File: config.mk
export PLATFORM = sky130hd
export DESIGN_NAME = chip_config_protect_bank
export DESIGN_NICKNAME = d
export VERILOG_FILES = /design/src/hdl/chip_config_pkg.sv /design/src/hdl/pin_sync2.sv /design/src/hdl/chip_config_protect_bank.sv
export VERILOG_INCLUDE_DIRS = /design/src /design/src/hdl
export SDC_FILE = /design/constraint.sdc
export NUM_CORES = 1
export LEC_CHECK = 0
export BUFFER_PORTS_ARGS = -buffer_cell sky130_fd_sc_hd__buf_4
export CELL_PAD_IN_SITES_DETAIL_PLACEMENT = 0
export CELL_PAD_IN_SITES_GLOBAL_PLACEMENT = 1
export CORE_MARGIN = 4
export CORE_UTILIZATION = 38
export DETAILED_ROUTE_END_ITERATION = 8
export GPL_TIMING_DRIVEN = 1
export PLACE_DENSITY_LB_ADDON = 0.1
export REMOVE_ABC_BUFFERS = 1
export SLEW_MARGIN = 10
export SYNTH_ARGS = -nofsm -noshare
export SYNTH_HDL_FRONTEND = slang
export SYNTH_HIERARCHICAL = 1
export SYNTH_SLANG_ARGS = --single-unit
File: constraint.sdc
create_clock -name clk_i -period 1.4 [get_ports clk_i]
set_input_delay 0.14 -clock clk_i [delete_from_list [all_inputs] [get_ports clk_i]]
set_output_delay 0.14 -clock clk_i [all_outputs]
set_load 0.03 [all_outputs]
File: src/hdl/chip_config_consts.svh
// Address map, reset values and timing constants of the configuration bank.
`ifndef CHIP_CONFIG_CONSTS_SVH
`define CHIP_CONFIG_CONSTS_SVH

// Register byte addresses.
`define ADDR_ROLE_SELECT 8'hb1
`define ADDR_UNLOCK_KEY 8'hb3
`define ADDR_CLK_PORT 8'hb5
`define ADDR_OP_CONFIG 8'hb7

// Key that opens the protected fields.
`define UNLOCK_KEY_VALUE 8'h56

// Reset values.
`define RST_UNLOCK_KEY 8'h56
`define RST_CLK_PORT 8'h41
`define RST_ROLE_SELECT 1'h0
`define RST_OP_CTRL 5'h00
`define RST_RDATA 8'h00
`define RST_IRQ_PIN 1'h1
`define RST_IRQ_OE 1'h1
`define RST_DMA_REQ 2'h3
`define RST_DMA_ACCESS 2'h0
`define RST_SETTLE 4'h0

// Bits of the clock and port register that never need the key.
`define CLK_PORT_FREE_MASK 8'hc2

// Cycles after reset release before the straps are caught.
`define STRAP_SETTLE_TIME_NS 300
`define CLK_PERIOD_NS 100
`define STRAP_SETTLE_CYCLES \
   (((`STRAP_SETTLE_TIME_NS) + (`CLK_PERIOD_NS) - 1) / (`CLK_PERIOD_NS))

`endif

File: src/hdl/chip_config_pkg.sv
// Types shared by the configuration bank.
package chip_config_pkg;

   typedef struct packed {
      logic ctrl_pin_termination_off;
      logic data_pin_termination_off;
      logic [3:0] reserved;
      logic port_count_mode;
      logic clock_frequency_select;
   } clk_port_t;

   typedef struct packed {
      logic irq_polarity;
      logic irq_drive_style;
      logic dma_request_polarity;
      logic dma_ack_polarity;
      logic dma_cs_mode;
      logic host_byte_order;
      logic host_strobe_style;
      logic init_done;
   } op_config_t;

   typedef struct packed {
      logic clk_24m_sel;
      logic one_port_mode;
      logic ctrl_term_en;
      logic data_term_en;
      logic port_a_host_en;
      logic port_b_host_en;
      logic port_b_device_en;
   } chip_mode_t;

   typedef enum logic [1:0] {
      INIT_SETTLE = 2'b00,
      INIT_CAPTURE = 2'b01,
      INIT_DONE = 2'b10
   } init_state_t;

endpackage : chip_config_pkg

File: src/hdl/pin_sync2.sv
// Two flip-flop synchroniser for pin inputs.
`timescale 1ns/10ps
module pin_sync2 #(
   parameter int WIDTH = 1
) (
   // Clock and reset.
   input wire logic clk_i,
   input wire logic rst_b_i,
   // Asynchronous input and its synchronised copy.
   input wire logic [WIDTH-1:0] async_i,
   output logic [WIDTH-1:0] sync_o
);

   logic [WIDTH-1:0] meta_reg;
   logic [WIDTH-1:0] sync_reg;

   always_ff @(posedge clk_i or negedge rst_b_i) begin
      if (!rst_b_i) begin
         meta_reg <= '0;
         sync_reg <= '0;
      end else begin
         meta_reg <= async_i;
         sync_reg <= meta_reg;
      end
   end

   assign sync_o = sync_reg;

endmodule : pin_sync2

File: src/hdl/chip_config_protect_bank.sv
// Global configuration bank with key protection, pin polarity and DMA qualification.
//
// Overview of operation
// - Operating config and clock-frequency bit take writes only while key holds 56h.
// - Key, clock/port and operating config stay accessible in sleep and snooze.
// - Clock-frequency bit picks input clock: 0 is 12 MHz, 1 is 24 MHz.
// - Port-count 0: host on port A, device on port B; 1: port B only.
// - Bit 7 switches control-pin termination, bit 6 data-pin; 0 means on.
// - Interrupt output is active low with bit 7 clear, active high with it set.
// - Bit 6 clear drives both interrupt levels; set drives only the asserted level.
// - DMA request polarity follows bit 5, acknowledge polarity bit 4; 1 is high.
// - Bit 3 clear accepts DMA on acknowledge alone; set also needs chip select.
// - Read-only bit 2 reports host byte order: 0 big-endian, 1 little-endian.
// - Read-only bit 1 reports write style: 0 separate strobes, 1 byte enables.
// - Read-only bit 0 reads 1 once initialisation has completed.
// - In one-port mode the role bit selects device (0) or host (1) function.
`timescale 1ns/10ps
`include "chip_config_consts.svh"
module chip_config_protect_bank (
   // Clock and reset.
   input wire logic clk_i,
   input wire logic rst_b_i,
   // Register port.
   input wire logic [7:0] addr_i,
   input wire logic [7:0] wdata_i,
   input wire logic wr_i,
   input wire logic rd_i,
   output logic [7:0] rdata_o,
   // Strap pins for the host bus style.
   input wire logic endian_strap_i,
   input wire logic strobe_style_strap_i,
   // Operating mode towards the rest of the chip.
   output chip_config_pkg::chip_mode_t mode_o,
   // Interrupt pin.
   input wire logic irq_req_i,
   output logic irq_out_pin_o,
   output logic irq_out_pin_oe_o,
   // DMA pins.
   input wire logic [1:0] dma_req_i,
   output logic [1:0] dma_request_pins_o,
   input wire logic [1:0] dma_ack_pins_i,
   input wire logic chip_select_pin_b_i,
   output logic [1:0] dma_access_o
);

   // Register state.
   logic [7:0] key_reg;
   chip_config_pkg::clk_port_t clk_port_reg;
   logic [4:0] op_ctrl_reg;
   logic role_select_bit_reg;
   logic host_byte_order_reg;
   logic host_strobe_style_reg;
   logic init_done_reg;
   logic [7:0] rdata_reg;
   chip_config_pkg::init_state_t init_state_reg;
   chip_config_pkg::init_state_t init_state_next;
   logic [3:0] settle_reg;

   // Pin outputs.
   logic irq_pin_reg;
   logic irq_oe_reg;
   logic [1:0] dma_req_reg;
   logic [1:0] dma_access_reg;

   // Synchronised pins. Acknowledge and chip select enter inverted so that the
   // cleared synchroniser reads as idle pins; otherwise the default active-low
   // polarity would show a false acknowledge for two cycles after reset.
   logic [1:0] strap_sync;
   logic [1:0] ack_low_sync;
   logic cs_active_sync;

   pin_sync2 #(
      .WIDTH(5)
   ) pin_sync (
      .clk_i(clk_i),
      .rst_b_i(rst_b_i),
      .async_i({strobe_style_strap_i, endian_strap_i, ~dma_ack_pins_i,
                ~chip_select_pin_b_i}),
      .sync_o({strap_sync, ack_low_sync, cs_active_sync})
   );

   // Address decode. No power-state term gates it, so every register stays
   // reachable in sleep and snooze.
   wire hit_key = (addr_i == `ADDR_UNLOCK_KEY);
   wire hit_clk = (addr_i == `ADDR_CLK_PORT);
   wire hit_op = (addr_i == `ADDR_OP_CONFIG);
   wire hit_role = (addr_i == `ADDR_ROLE_SELECT);
   wire unlocked = (key_reg == `UNLOCK_KEY_VALUE);

   wire wr_key = wr_i && hit_key;
   wire wr_clk = wr_i && hit_clk;
   wire wr_op = wr_i && hit_op && unlocked;
   wire wr_role = wr_i && hit_role;

   // The frequency bit is kept back while locked; bits 7, 6 and 1 always land, reserved bits 5:2 never do.
   wire [7:0] clk_free_mask = `CLK_PORT_FREE_MASK;
   wire [7:0] clk_wmask = unlocked ? (clk_free_mask | 8'h01) : clk_free_mask;
   wire [7:0] clk_port_next = (wdata_i & clk_wmask) | (clk_port_reg & ~clk_wmask);

   chip_config_pkg::op_config_t op_view;
   assign op_view = {op_ctrl_reg, host_byte_order_reg, host_strobe_style_reg,
                     init_done_reg};

   wire [7:0] rd_mux = hit_key ? key_reg :
                       hit_clk ? clk_port_reg :
                       hit_op ? op_view :
                       hit_role ? {7'h00, role_select_bit_reg} :
                       `RST_RDATA;
   wire [7:0] rdata_next = rd_i ? rd_mux : `RST_RDATA;

   always_ff @(posedge clk_i or negedge rst_b_i) begin
      if (!rst_b_i) begin
         key_reg <= `RST_UNLOCK_KEY;
         clk_port_reg <= `RST_CLK_PORT;
         op_ctrl_reg <= `RST_OP_CTRL;
         role_select_bit_reg <= `RST_ROLE_SELECT;
         rdata_reg <= `RST_RDATA;
      end else begin
         if (wr_key) begin
            key_reg <= wdata_i;
         end
         if (wr_clk) begin
            clk_port_reg <= clk_port_next;
         end
         if (wr_op) begin
            op_ctrl_reg <= wdata_i[7:3];
         end
         if (wr_role) begin
            role_select_bit_reg <= wdata_i[0];
         end
         rdata_reg <= rdata_next;
      end
   end

   assign rdata_o = rdata_reg;

   // Straps are caught after reset once the synchroniser has filled; the
   // done flag rises with them so software never reads a half-valid view.
   wire settle_end = (settle_reg == 4'(`STRAP_SETTLE_CYCLES));

   always_comb begin
      init_state_next = init_state_reg;
      case (init_state_reg)
         chip_config_pkg::INIT_SETTLE: begin
            if (settle_end) begin
               init_state_next = chip_config_pkg::INIT_CAPTURE;
            end
         end
         chip_config_pkg::INIT_CAPTURE: begin
            init_state_next = chip_config_pkg::INIT_DONE;
         end
         chip_config_pkg::INIT_DONE: begin
            init_state_next = chip_config_pkg::INIT_DONE;
         end
         default: begin
            init_state_next = chip_config_pkg::INIT_SETTLE;
         end
      endcase
   end

   wire capture = (init_state_reg == chip_config_pkg::INIT_CAPTURE);

   always_ff @(posedge clk_i or negedge rst_b_i) begin
      if (!rst_b_i) begin
         init_state_reg <= chip_config_pkg::INIT_SETTLE;
         settle_reg <= `RST_SETTLE;
         host_byte_order_reg <= 1'h0;
         host_strobe_style_reg <= 1'h0;
         init_done_reg <= 1'h0;
      end else begin
         init_state_reg <= init_state_next;
         if (!settle_end) begin
            settle_reg <= settle_reg + 4'h1;
         end
         if (capture) begin
            host_byte_order_reg <= strap_sync[0];
            host_strobe_style_reg <= strap_sync[1];
            init_done_reg <= 1'h1;
         end
      end
   end

   // Mode outputs.
   wire one_port = clk_port_reg.port_count_mode;
   assign mode_o.clk_24m_sel = clk_port_reg.clock_frequency_select;
   assign mode_o.one_port_mode = one_port;
   assign mode_o.ctrl_term_en = ~clk_port_reg.ctrl_pin_termination_off;
   assign mode_o.data_term_en = ~clk_port_reg.data_pin_termination_off;
   assign mode_o.port_a_host_en = ~one_port;
   assign mode_o.port_b_host_en = one_port && role_select_bit_reg;
   assign mode_o.port_b_device_en = ~one_port || ~role_select_bit_reg;

   // Interrupt pin: the active level follows the polarity bit, and in the
   // float style the pin is released when idle so lines can be wire-ORed.
   wire irq_pol = op_ctrl_reg[4];
   wire irq_float = op_ctrl_reg[3];
   wire irq_pin_next = irq_req_i ? irq_pol : ~irq_pol;
   wire irq_oe_next = ~irq_float || irq_req_i;

   // DMA pins.
   wire dreq_pol = op_ctrl_reg[2];
   wire dack_pol = op_ctrl_reg[1];
   wire cs_mode = op_ctrl_reg[0];
   wire [1:0] dma_req_next = dreq_pol ? dma_req_i : ~dma_req_i;
   wire [1:0] ack_active = dack_pol ? ~ack_low_sync : ack_low_sync;
   wire cs_qual = cs_mode ? cs_active_sync : 1'b1;
   wire [1:0] dma_access_next = ack_active & {2{cs_qual}};

   always_ff @(posedge clk_i or negedge rst_b_i) begin
      if (!rst_b_i) begin
         irq_pin_reg <= `RST_IRQ_PIN;
         irq_oe_reg <= `RST_IRQ_OE;
         dma_req_reg <= `RST_DMA_REQ;
         dma_access_reg <= `RST_DMA_ACCESS;
      end else begin
         irq_pin_reg <= irq_pin_next;
         irq_oe_reg <= irq_oe_next;
         dma_req_reg <= dma_req_next;
         dma_access_reg <= dma_access_next;
      end
   end

   assign irq_out_pin_o = irq_pin_reg;
   assign irq_out_pin_oe_o = irq_oe_reg;
   assign dma_request_pins_o = dma_req_reg;
   assign dma_access_o = dma_access_reg;
endmodule : chip_config_protect_bank

# Word level (Yosys, flattened, before mapping)
# Cells that the tools add are included.
dict set report totals {
  ff_bits 55
  latch_bits 0
  ram_bits 0
  rom_bits 0
  out_inout_bits 21
  word_cells 67
  memories 0
}
dict set report op_classes {
  addsub 1
  mul 0
  div 0
  order_cmp 0
  n_eq_ne 9
  shifts 0
  mux 12
  n_bitwise 15
  reduce_logical 10
}
# operator n
set op_table {}
lappend op_table {{$eq 8x8->1 const B} 4}
lappend op_table {{$mux 8} 4}
lappend op_table {{$and 8x8->8} 2}
lappend op_table {{$eq 8x7->1 const B} 1}
lappend op_table {{$not 8->8} 1}
lappend op_table {{$or 8x8->8} 1}
lappend op_table {{$not 1->1} 7}
lappend op_table {{$logic_and 1x1->1} 6}
lappend op_table {{$mux 2} 3}
lappend op_table {{$not 2->2} 3}
lappend op_table {{$add 4x1->4 const B} 1}
lappend op_table {{$eq 4x2->1 const B} 1}
lappend op_table {{$mux 1} 4}
lappend op_table {{$pmux 2 s2} 1}
lappend op_table {{$and 2x2->2} 1}
lappend op_table {{$eq 2x1->1 const B} 1}
lappend op_table {{$eq 2x2->1 const B} 1}
lappend op_table {{$logic_not 2->1} 1}
lappend op_table {{$logic_or 1x1->1} 2}
lappend op_table {{$ne 2x2->1 const B} 1}
lappend op_table {{$reduce_or 2->1} 1}

# Logic depth before layout (Yosys ltp)
# Gate-level depths: netlist of run 1.
dict set report depth {
  word_depth 6
  mapped_depth 5
  mapped_depth_nobuf 5
}

# Hierarchy
# The synthesis of run 1 kept the hierarchy.
# mod instances cells_per_inst area_per_inst_um2 seq_area_each_um2
set modules_own_cells {}
lappend modules_own_cells {chip_config_protect_bank 1 137 1858.0 1038.5}
lappend modules_own_cells {pin_sync2 1 10 250.2 250.2}

# Worst setup path after synthesis of run 1
# No wires, ideal clock.
dict set report synth_path {
  path_kind {register -> register}
  startpoint {reg key_reg[4]}
  endpoint {reg op_ctrl_reg[0]}
  setup_time_ns 0.125
  arrival_time_ns 1.422
  required_ns 1.275
  slack_ns -0.147
  path_stages_with_launch 6
  path_buffers 1
  synth_period_minus_slack_ns 1.547
  path_cell_list {dfstp_2 -> nand4b_1 -> nor3b_1 -> and4_1 -> buf_6 -> mux2_4}
}
dict set report synth_via {
  elab_chain_len 2
}
# item line_no
set synth_lines {}
lappend synth_lines {{start: declaration} chip_config_protect_bank.sv:47} ;# logic [7:0] key_reg;
lappend synth_lines {{start signal: assignment} chip_config_protect_bank.sv:113} ;# key_reg <= `RST_UNLOCK_KEY;
lappend synth_lines {{start signal: assignment} chip_config_protect_bank.sv:120} ;# key_reg <= wdata_i;
lappend synth_lines {{$eq 8x7->1 (no source line)} -}
lappend synth_lines {{$logic_and 1x1->1} chip_config_protect_bank.sv:92} ;# wire wr_op = wr_i && hit_op && unlocked;
lappend synth_lines {{end signal: assignment} chip_config_protect_bank.sv:115} ;# op_ctrl_reg <= `RST_OP_CTRL;
lappend synth_lines {{end signal: assignment} chip_config_protect_bank.sv:126} ;# op_ctrl_reg <= wdata_i[7:3];
lappend synth_lines {{end: declaration} chip_config_protect_bank.sv:49} ;# logic [4:0] op_ctrl_reg;
# Every way passes these cells.
# A chain may end at the register's enable or synchronous reset.

# Worst setup path after layout of run 1
dict set report layout_path {
  startpoint {reg key_reg[4]}
  endpoint {reg op_ctrl_reg[3]}
}
# The elaborated chain is that of the path after synthesis.

==> results.toml, run 1 <==
[timing]
finalClockSkew_ns = 0.00557
finalCritPeriodShare = 1.15
rsz0062_at_grt = "yes"
tightest_slew_ns = 0.614
fmax_mhz = 623
finalHoldViolations = 0
slew_viol_final = 0
finalSetupTns_ns = -1.07
finalWorstSetupSlack_ns = -0.204
max_slew_margin = 0.590
finalSetupViolCount = 6
period_needed_ns = 1.60

[min_path]
hold-path-cell-count = 2
min_path_type = "primary input to register"
hp-start = "wdata_i[2]"
hold_path_end = "key_reg[2]"

[worst_setup_path]
rr_worst_depth = 5
cp.arrival_ns = 1.79
path_class = "register to register"
required_ns = 1.58
critPathMaxFanout = 5
cp-start-kind = "register"
crit-reg2reg-launch = "key_reg[4]"
end_kind = "register"
r2r_end = "op_ctrl_reg[3]"
rrSetupSlack_ns = -0.20
cp-startpoint = "key_reg[4]"

[floorplanning]
die-area_um2 = 6800
die_h_um = 82.5
core_area_um2 = 5240
start_util = 0.403
dieWidth_um = 82.5
num_io_pins = 49
row_count = 26

[global_routing]
grtUsageMet2 = 0.231
grt_first_pass_wirelength_um = 6630
busiest_layer = "met2"
gr-usage-all-layers = 0.132
grt_max_degree = 52
grt_pass1_vias = 1394
antenna_found_initial = 0
grt-ovfl-total = 0
grtUsageMet1 = 0.158
met3_usage = 0.0347

[route]
antenna_left = 0
via_count = 1288
drtPass1Iterations = 3
wl_um = 3940
routedWlPerCell_um = 13.7
viasPerCell = 4.49
drcViolationCount = 0
drt_iter0_drc = 18

[final_layout]
layout-drive-gt1-share = 0.498
diodes = 0
utilization = 0.533
mostFrequentLayoutCell = "buf_4"
multi_input_area_um2 = 759
final_cell_mix = "buf_4, dfrtp_1, mux2_2"
final.fill_count = 454
areaGrowthSynthToFinish_pct = 32.5
regArea_um2 = 1290
nNetsFinal = 248

[clock_network]
path_clk_slew_ns = 0.09
insertion_delay_ns = 0.29
cts_root_buf = "clkbuf_8"
numClockSinks = 51
htreeDepth = 2
clockBufferDepth = 2
cts_made_buffers = 5
cts_tree = "done"

[power]
cellLeakagePower_nw = 1.34
powerDensity_nw_per_um2 = 953
p_sw_mw = 0.598
intPower_mw = 2.07
ir_drop_v = 0.000436
swShare = 0.224
pwr-share-comb = 0.095
p_clk_frac = 0.326
power_frac_seq = 0.579

[status]
violations = "negative setup slack"
outcome = "complete, but fails checks"

[logic_synthesis]
yosysWarnings = 6
synthCells = 147
synth_seq_cells = 51
syn_area_per_cell_um2 = 14.3
yosysUniqueCellTypes = 28
synth.cell_area_um2 = 2110
synth_seq_area_share = 0.611

[placed_design]
place_congestion = 0.763
hpwl_um = 2960
port_buffers = 48
dp_slack_ns = -0.261

[run]
maxCapViolations = 0
cell type report:
| type | instances | share of cell area |
|---|---|---|
| multi-input combinational | 82 | 0.272 |
| sequential | 51 | 0.461 |
| clock buffer | 7 | 0.0309 |
| inverter | 9 | 0.0121 |
| tap | 70 | 0.0313 |
| clock inverter | 1 | 0.00313 |
| timing repair buffer | 67 | 0.189 |
power by group through the flow:
stage	combinational, mW	sequential [mW]	clock (mW)
after CTS	0.260	1.54	0.904
final	0.252	1.54	0.869
after global placement	0.232	1.57	0
after floorplan	0.0669	1.58	0
after detailed placement	0.236	1.57	0
after global routing	0.279	1.55	0.980
cells by family (layout without fill, tap and decap cells):
group | after synthesis | count (layout) | synth area share
flip-flops | 51 | 51 | 0.611
AND/OR/NAND/NOR | 36 | 36 | 0.116
buffers and inverters | 14 | 84 | 0.0332
adder cells (fa/ha/maj) | 4 | 4 | 0.0237
AO/OA/AOI/OAI | 5 | 5 | 0.0154
multiplexers | 30 | 30 | 0.172
XOR/XNOR | 7 | 7 | 0.0291
layer usage:
metal	routed length, um	part of all wire
met5	0	0
met3	173	0.044
met1	1630	0.41
met4	38	0.0096
met2	2110	0.53
timing repair:
action                                  4_1_cts  5_1_grt
buffers inserted                              1        0
endpoints found under the setup margin        6       10
gates resized for setup                       2        1
endpoints found under the hold margin        49        0
hold buffers                                  9        0
pin swaps                                     1        0
Yosys cell counts (all sizes together):
cell	n	area share
mux4	1	0.011
or2	1	0.0030
buf	5	0.017
nand2	5	0.0089
inv	9	0.016
and3	1	0.0036
nand3	4	0.0095
ha	4	0.024
mux2	24	0.14
nor2	10	0.018
nand4b	3	0.027
dfrtp	41	0.49
nand2b	3	0.0089
mux2i	5	0.024
dfstp	10	0.12
nor2b	2	0.0059
and4	2	0.0089
xnor2	7	0.029
o21ai	2	0.0047
nor3b	4	0.020
and2	1	0.0030
a22oi	3	0.011
through the flow:
stage,std cells,hold WS [ns],power (mW),area [um^2]
2_1_floorplan,142,-0.156,1.65,2070
3_3_place_gp,269,0.192,1.80,2590
3_5_place_dp,269,0.207,1.81,2590
4_1_cts,287,0.0716,2.71,2790
5_1_grt,287,0.0683,2.81,2790
6_report,287,0.0801,2.66,2790
critical path: stages (launching register included):
cell      delay [ns]
dfstp_2         0.54
nand4b_1        0.11
nor3b_2         0.18
and4_1          0.22
buf_6           0.14
mux2_4          0.30
worst max-delay path by stage:
stage | end | slack, ns | cells after the start
detailed placement | op_ctrl_reg[3] | -0.26 | 5
global placement | op_ctrl_reg[3] | -0.22 | 5
CTS | op_ctrl_reg[3] | -0.21 | 5
finish | op_ctrl_reg[3] | -0.20 | 5
global route | op_ctrl_reg[1] | -0.30 | 5
floorplan | op_ctrl_reg[1] | -0.21 | 4
Power figures use the tool's default switching activity.
==> inputs of run 2 (changes only) <==
Settings changed: PLACE_DENSITY set to 0.81, PLACE_DENSITY_LB_ADDON 0.1 to not set.
==> run 2 against run 1 <==
Effect of this change:
- the run still ends with negative setup slack left
- global-route usage fell by 0.96 points
- critical path depth stayed put
- clock skew up 0.0039 ns
- register-to-register slack about the same
- power increased by 6.7%
- critical endpoint is now op_ctrl_reg[1]
- largest power group unchanged
==> results.toml, run 2 (same netlist as run 1, synthesis figures left out) <==
[status]
outcome = "complete, but fails checks"
violations = "negative setup slack"

[clock_network]
cts_made_buffers = 5
path_clk_slew_ns = 0.09
numClockSinks = 51
htreeDepth = 2
clockBufferDepth = 2
insertion_delay_ns = 0.30
cts_tree = "done"
cts_root_buf = "clkbuf_8"

[global_routing]
grt_pass1_vias = 1316
gr-usage-all-layers = 0.122
grt-ovfl-total = 0
grt_first_pass_wirelength_um = 6070
grt_max_degree = 52
antenna_found_initial = 0

[timing]
rsz0062_at_grt = "yes"
max_slew_margin = 0.592
finalHoldViolations = 0
slew_viol_final = 0
tightest_slew_ns = 0.612
finalSetupViolCount = 6
fmax_mhz = 622
period_needed_ns = 1.61
finalCritPeriodShare = 1.15
finalWorstSetupSlack_ns = -0.207
finalClockSkew_ns = 0.00945

[placed_design]
place_congestion = 0.746
hpwl_um = 2750
dp_slack_ns = -0.246
placedInstanceArea_um2 = 2610
port_buffers = 48
placed_cells = 272

[route]
drtPass1Iterations = 4
wl_um = 3800
routedWlPerCell_um = 13.0
drcViolationCount = 0
antenna_left = 0
via_count = 1336
drt_iter0_drc = 62
viasPerCell = 4.58

[worst_setup_path]
cp.buffers_inverters = 1
path_class = "register to register"
required_ns = 1.60
critPathMaxFanout = 5
slowest_delay_ns = 0.54
path_cells = "nand4b_1, nor3b_2, and4_1, buf_6, mux2_4"
end_kind = "register"
critPathTopFamily = "flip-flops"
worst_path_max_delay_cell = "dfstp_2"
cp.arrival_ns = 1.80
cp-start-kind = "register"

[run]
maxCapViolations = 0

[final_layout]
fin_area_um2 = 2870
nNetsFinal = 253
fin_cells = 292
diodes = 0
layout-drive-gt1-share = 0.518
final_cell_mix = "buf_4, dfrtp_1, mux2_2"
areaGrowthSynthToFinish_pct = 36.0
mostFrequentLayoutCell = "buf_4"

[floorplanning]
core_area_um2 = 5240
dieWidth_um = 82.5
row_count = 26
die_h_um = 82.5
num_io_pins = 49
start_util = 0.403
die-area_um2 = 6800

[power]
cellLeakagePower_nw = 1.39
total_power_mw = 2.84
ir_drop_v = 0.000578
powerDensity_nw_per_um2 = 991

[min_path]
min_path_type = "primary input to register"
run 2: cell types whose count changed in the layout (fill, tap and decap cells not counted), sizes merged:
cell / delta
buf: +5
clkinv: +1
bufinv: +1
inv: -1
clkbuf: -1
run 2: layer usage:
layer  vias to the layer above  global-route usage  wire length (um)
li1                        644                   -                 -
met1                       646               0.147              1530
met2                        42               0.192              1830
met3                         4              0.0488               379
met4                         0              0.0548                53
met5                         -                   0                 0
run 2: layout make-up:
cell class	instances	area, um^2
Fill cell	439	2370
Clock inverter	2	35.0
Sequential cell	51	1290
Multi-Input combinational cell	82	772
Tap cell	70	87.6
Inverter	9	33.8
Clock buffer	6	82.6
Timing Repair Buffer	72	567
run 2: path summary, 6_finish.rpt:
| path | from | to | slack, ns | depth (start not counted) |
|---|---|---|---|---|
| max reg2reg | key_reg[4] | op_ctrl_reg[1] | -0.21 | 5 |
| min in group asynchronous | rst_b_i | clk_port_reg[7] | 0.40 | 2 |
| max in group asynchronous | rst_b_i | host_strobe_style_reg | 0.59 | 2 |
| max | key_reg[4] | op_ctrl_reg[1] | -0.21 | 5 |
| min | wdata_i[5] | op_ctrl_reg[2] | 0.07 | 2 |
| min reg2reg | pin_sync/meta_reg[3] | pin_sync/sync_o[3] | 0.35 | 0 |
run 2: per-stage QoR:
stage	util	hold WS [ns]	setup TNS [ns]
2_1_floorplan	-	-0.156	-1.06
3_3_place_gp	0.498	0.194	-1.56
3_5_place_dp	0.498	0.202	-1.81
4_1_cts	0.543	0.0585	-1.10
5_1_grt	0.547	0.0590	-1.52
6_report	0.547	0.0732	-1.20
run 2: power breakdown:
group / internal (mW) / switching [mW] / leakage, nW / total [mW]
combinational: 0.138 / 0.118 / 0.711 / 0.257
clock: 0.578 / 0.465 / 0.0612 / 1.04
sequential: 1.52 / 0.0188 / 0.622 / 1.54
run 2: what timing repair did:
action | 4_1_cts | 5_1_grt
setup buffers | 2 | 1
hold buffers | 9 | 0
pin swaps | 3 | 1
resized for setup | 2 | 4
endpoints found under the setup margin | 6 | 8
endpoints found under the hold margin | 49 | 0
==> inputs of run 3 (changes only) <==
Settings changed: CTS_CLUSTER_DIAMETER set to 150, REMOVE_ABC_BUFFERS 1 to not set.
==> run 3 against run 2 <==
Effect of this change:
- fmax up 0.16%
- hold slack better by 0.0047 ns
- first-iteration DRC count is 1.6% lower
- global-route usage down 0.20 points
- sequential share of layout area up 1.1 points
- clock-buffer cell count is 1 higher
- cell count down 1.4%
- register-to-register slack about the same
- via count shrank 1.9%
- combinational power fell by 4%
- sequential power hardly changed
- the run still ends with negative setup slack left
==> results.toml, run 3 (same netlist as run 1, synthesis figures left out) <==
[status]
outcome = "complete, but fails checks"
violations = "negative setup slack"

[placed_design]
hpwl_um = 2710
dp_slack_ns = -0.209
place_congestion = 0.723
port_buffers = 48

[worst_setup_path]
rrSetupSlack_ns = -0.20
rr_worst_depth = 5
crit-reg2reg-launch = "key_reg[1]"
r2r_end = "op_ctrl_reg[3]"
end_kind = "register"
required_ns = 1.59
cp.arrival_ns = 1.79
critPathMaxFanout = 5
path_class = "register to register"
cp-start-kind = "register"

[timing]
finalWorstSetupSlack_ns = -0.205
slew_viol_final = 0
finalClockSkew_ns = 0.00254
finalHoldViolations = 0
fmax_mhz = 623
rsz0062_at_grt = "yes"
tightest_slew_ns = 0.610
finalSetupViolCount = 6
period_needed_ns = 1.60
finalCritPeriodShare = 1.15
hold_ws_ns = 0.0779
max_slew_margin = 0.593

[clock_network]
path_clk_slew_ns = 0.08
cts_tree = "done"
numClockSinks = 51
cts_root_buf = "clkbuf_8"
clockBufferDepth = 2
cts_made_buffers = 5
htreeDepth = 2
insertion_delay_ns = 0.30

[global_routing]
grt_max_degree = 52
gr-usage-all-layers = 0.120
antenna_found_initial = 0
grt_pass1_vias = 1337
grt_first_pass_wirelength_um = 6090
grt-ovfl-total = 0

[final_layout]
layout-drive-gt1-share = 0.500
final_cell_mix = "buf_4, dfrtp_1, mux2_2"
final.fill_count = 452
areaGrowthSynthToFinish_pct = 32.8
diodes = 0
mostFrequentLayoutCell = "buf_4"
multi_input_area_um2 = 772
regArea_um2 = 1290
nNetsFinal = 249

[min_path]
hold_path_end = "op_ctrl_reg[2]"
hold-path-cell-count = 2
hp-start = "wdata_i[5]"
min_path_type = "primary input to register"

[floorplanning]
die_h_um = 82.5
core_area_um2 = 5240
start_util = 0.403
die-area_um2 = 6800
row_count = 26
num_io_pins = 49
dieWidth_um = 82.5

[route]
routedWlPerCell_um = 12.9
drt_iter0_drc = 61
wl_um = 3710
via_count = 1310
drtPass1Iterations = 4
viasPerCell = 4.55
drcViolationCount = 0
antenna_left = 0

[power]
cellLeakagePower_nw = 1.35
powerDensity_nw_per_um2 = 924
total_power_mw = 2.59
ir_drop_v = 0.000531

[run]
maxCapViolations = 0

[logic_synthesis]
synth_nets = 179
[run 3: changes by cell type in the layout (fill, tap and decap cells not counted), sizes merged]
cell and change:
bufinv -1, buf -4, clkbuf +1
[run 3: per-layer routing]
metal  wire length (um)  vias up  share of wire  GRT usage
met3                272        5          0.073     0.0412
met4                 41        0          0.011     0.0349
met2               1790       33           0.48      0.200
met1               1610      639           0.43      0.147
li1                   -      633              -          -
met5                  0        -              0          0
[run 3: report_power, final]
part | internal [mW] | total [mW] | switching (mW) | leakage (nW)
combinational | 0.132 | 0.248 | 0.116 | 0.689
sequential | 1.52 | 1.54 | 0.0198 | 0.622
clock | 0.351 | 0.798 | 0.446 | 0.0422
total | 2.01 | 2.59 | 0.582 | 1.35
[run 3: metrics by stage]
| step | std cells | instance area [um^2] | TNS (ns) | util |
|---|---|---|---|---|
| after floorplan | 147 | 2110 | -0.620 | - |
| after global placement | 270 | 2600 | -1.49 | 0.496 |
| after detailed placement | 270 | 2600 | -1.64 | 0.496 |
| after CTS | 287 | 2780 | -1.08 | 0.530 |
| after global routing | 288 | 2800 | -1.56 | 0.535 |
| final | 288 | 2800 | -1.17 | 0.535 |
[run 3: worst max-delay path by stage]
stage                     startpoint        endpoint  cells after the start
after detailed placement  key_reg[1]  op_ctrl_reg[3]                      5
after floorplan           key_reg[4]  op_ctrl_reg[0]                      5
after global routing      key_reg[1]  op_ctrl_reg[3]                      5
final                     key_reg[1]  op_ctrl_reg[3]                      5
after CTS                 key_reg[1]  op_ctrl_reg[3]                      5
after global placement    key_reg[1]  op_ctrl_reg[4]                      5
[run 3: critical path, stage by stage (launching register included)]
cell	delay, ns
dfstp_2	0.54
nand4b_1	0.11
nor3b_2	0.19
and4_1	0.22
buf_6	0.13
mux2_4	0.29
[run 3: final cells by class]
type,count,area share
clock buffer,7,0.0273
clock inverter,1,0.00179
inverter,9,0.0121
multi-input combinational,82,0.276
sequential,51,0.460
tap,70,0.0313
timing repair buffer,68,0.192
[run 3: what timing repair did]
action	CTS	global route
endpoints found under the hold margin	49	0
resized for setup	1	4
hold buffers	9	0
buffers inserted	0	1
endpoints found under the setup margin	6	9
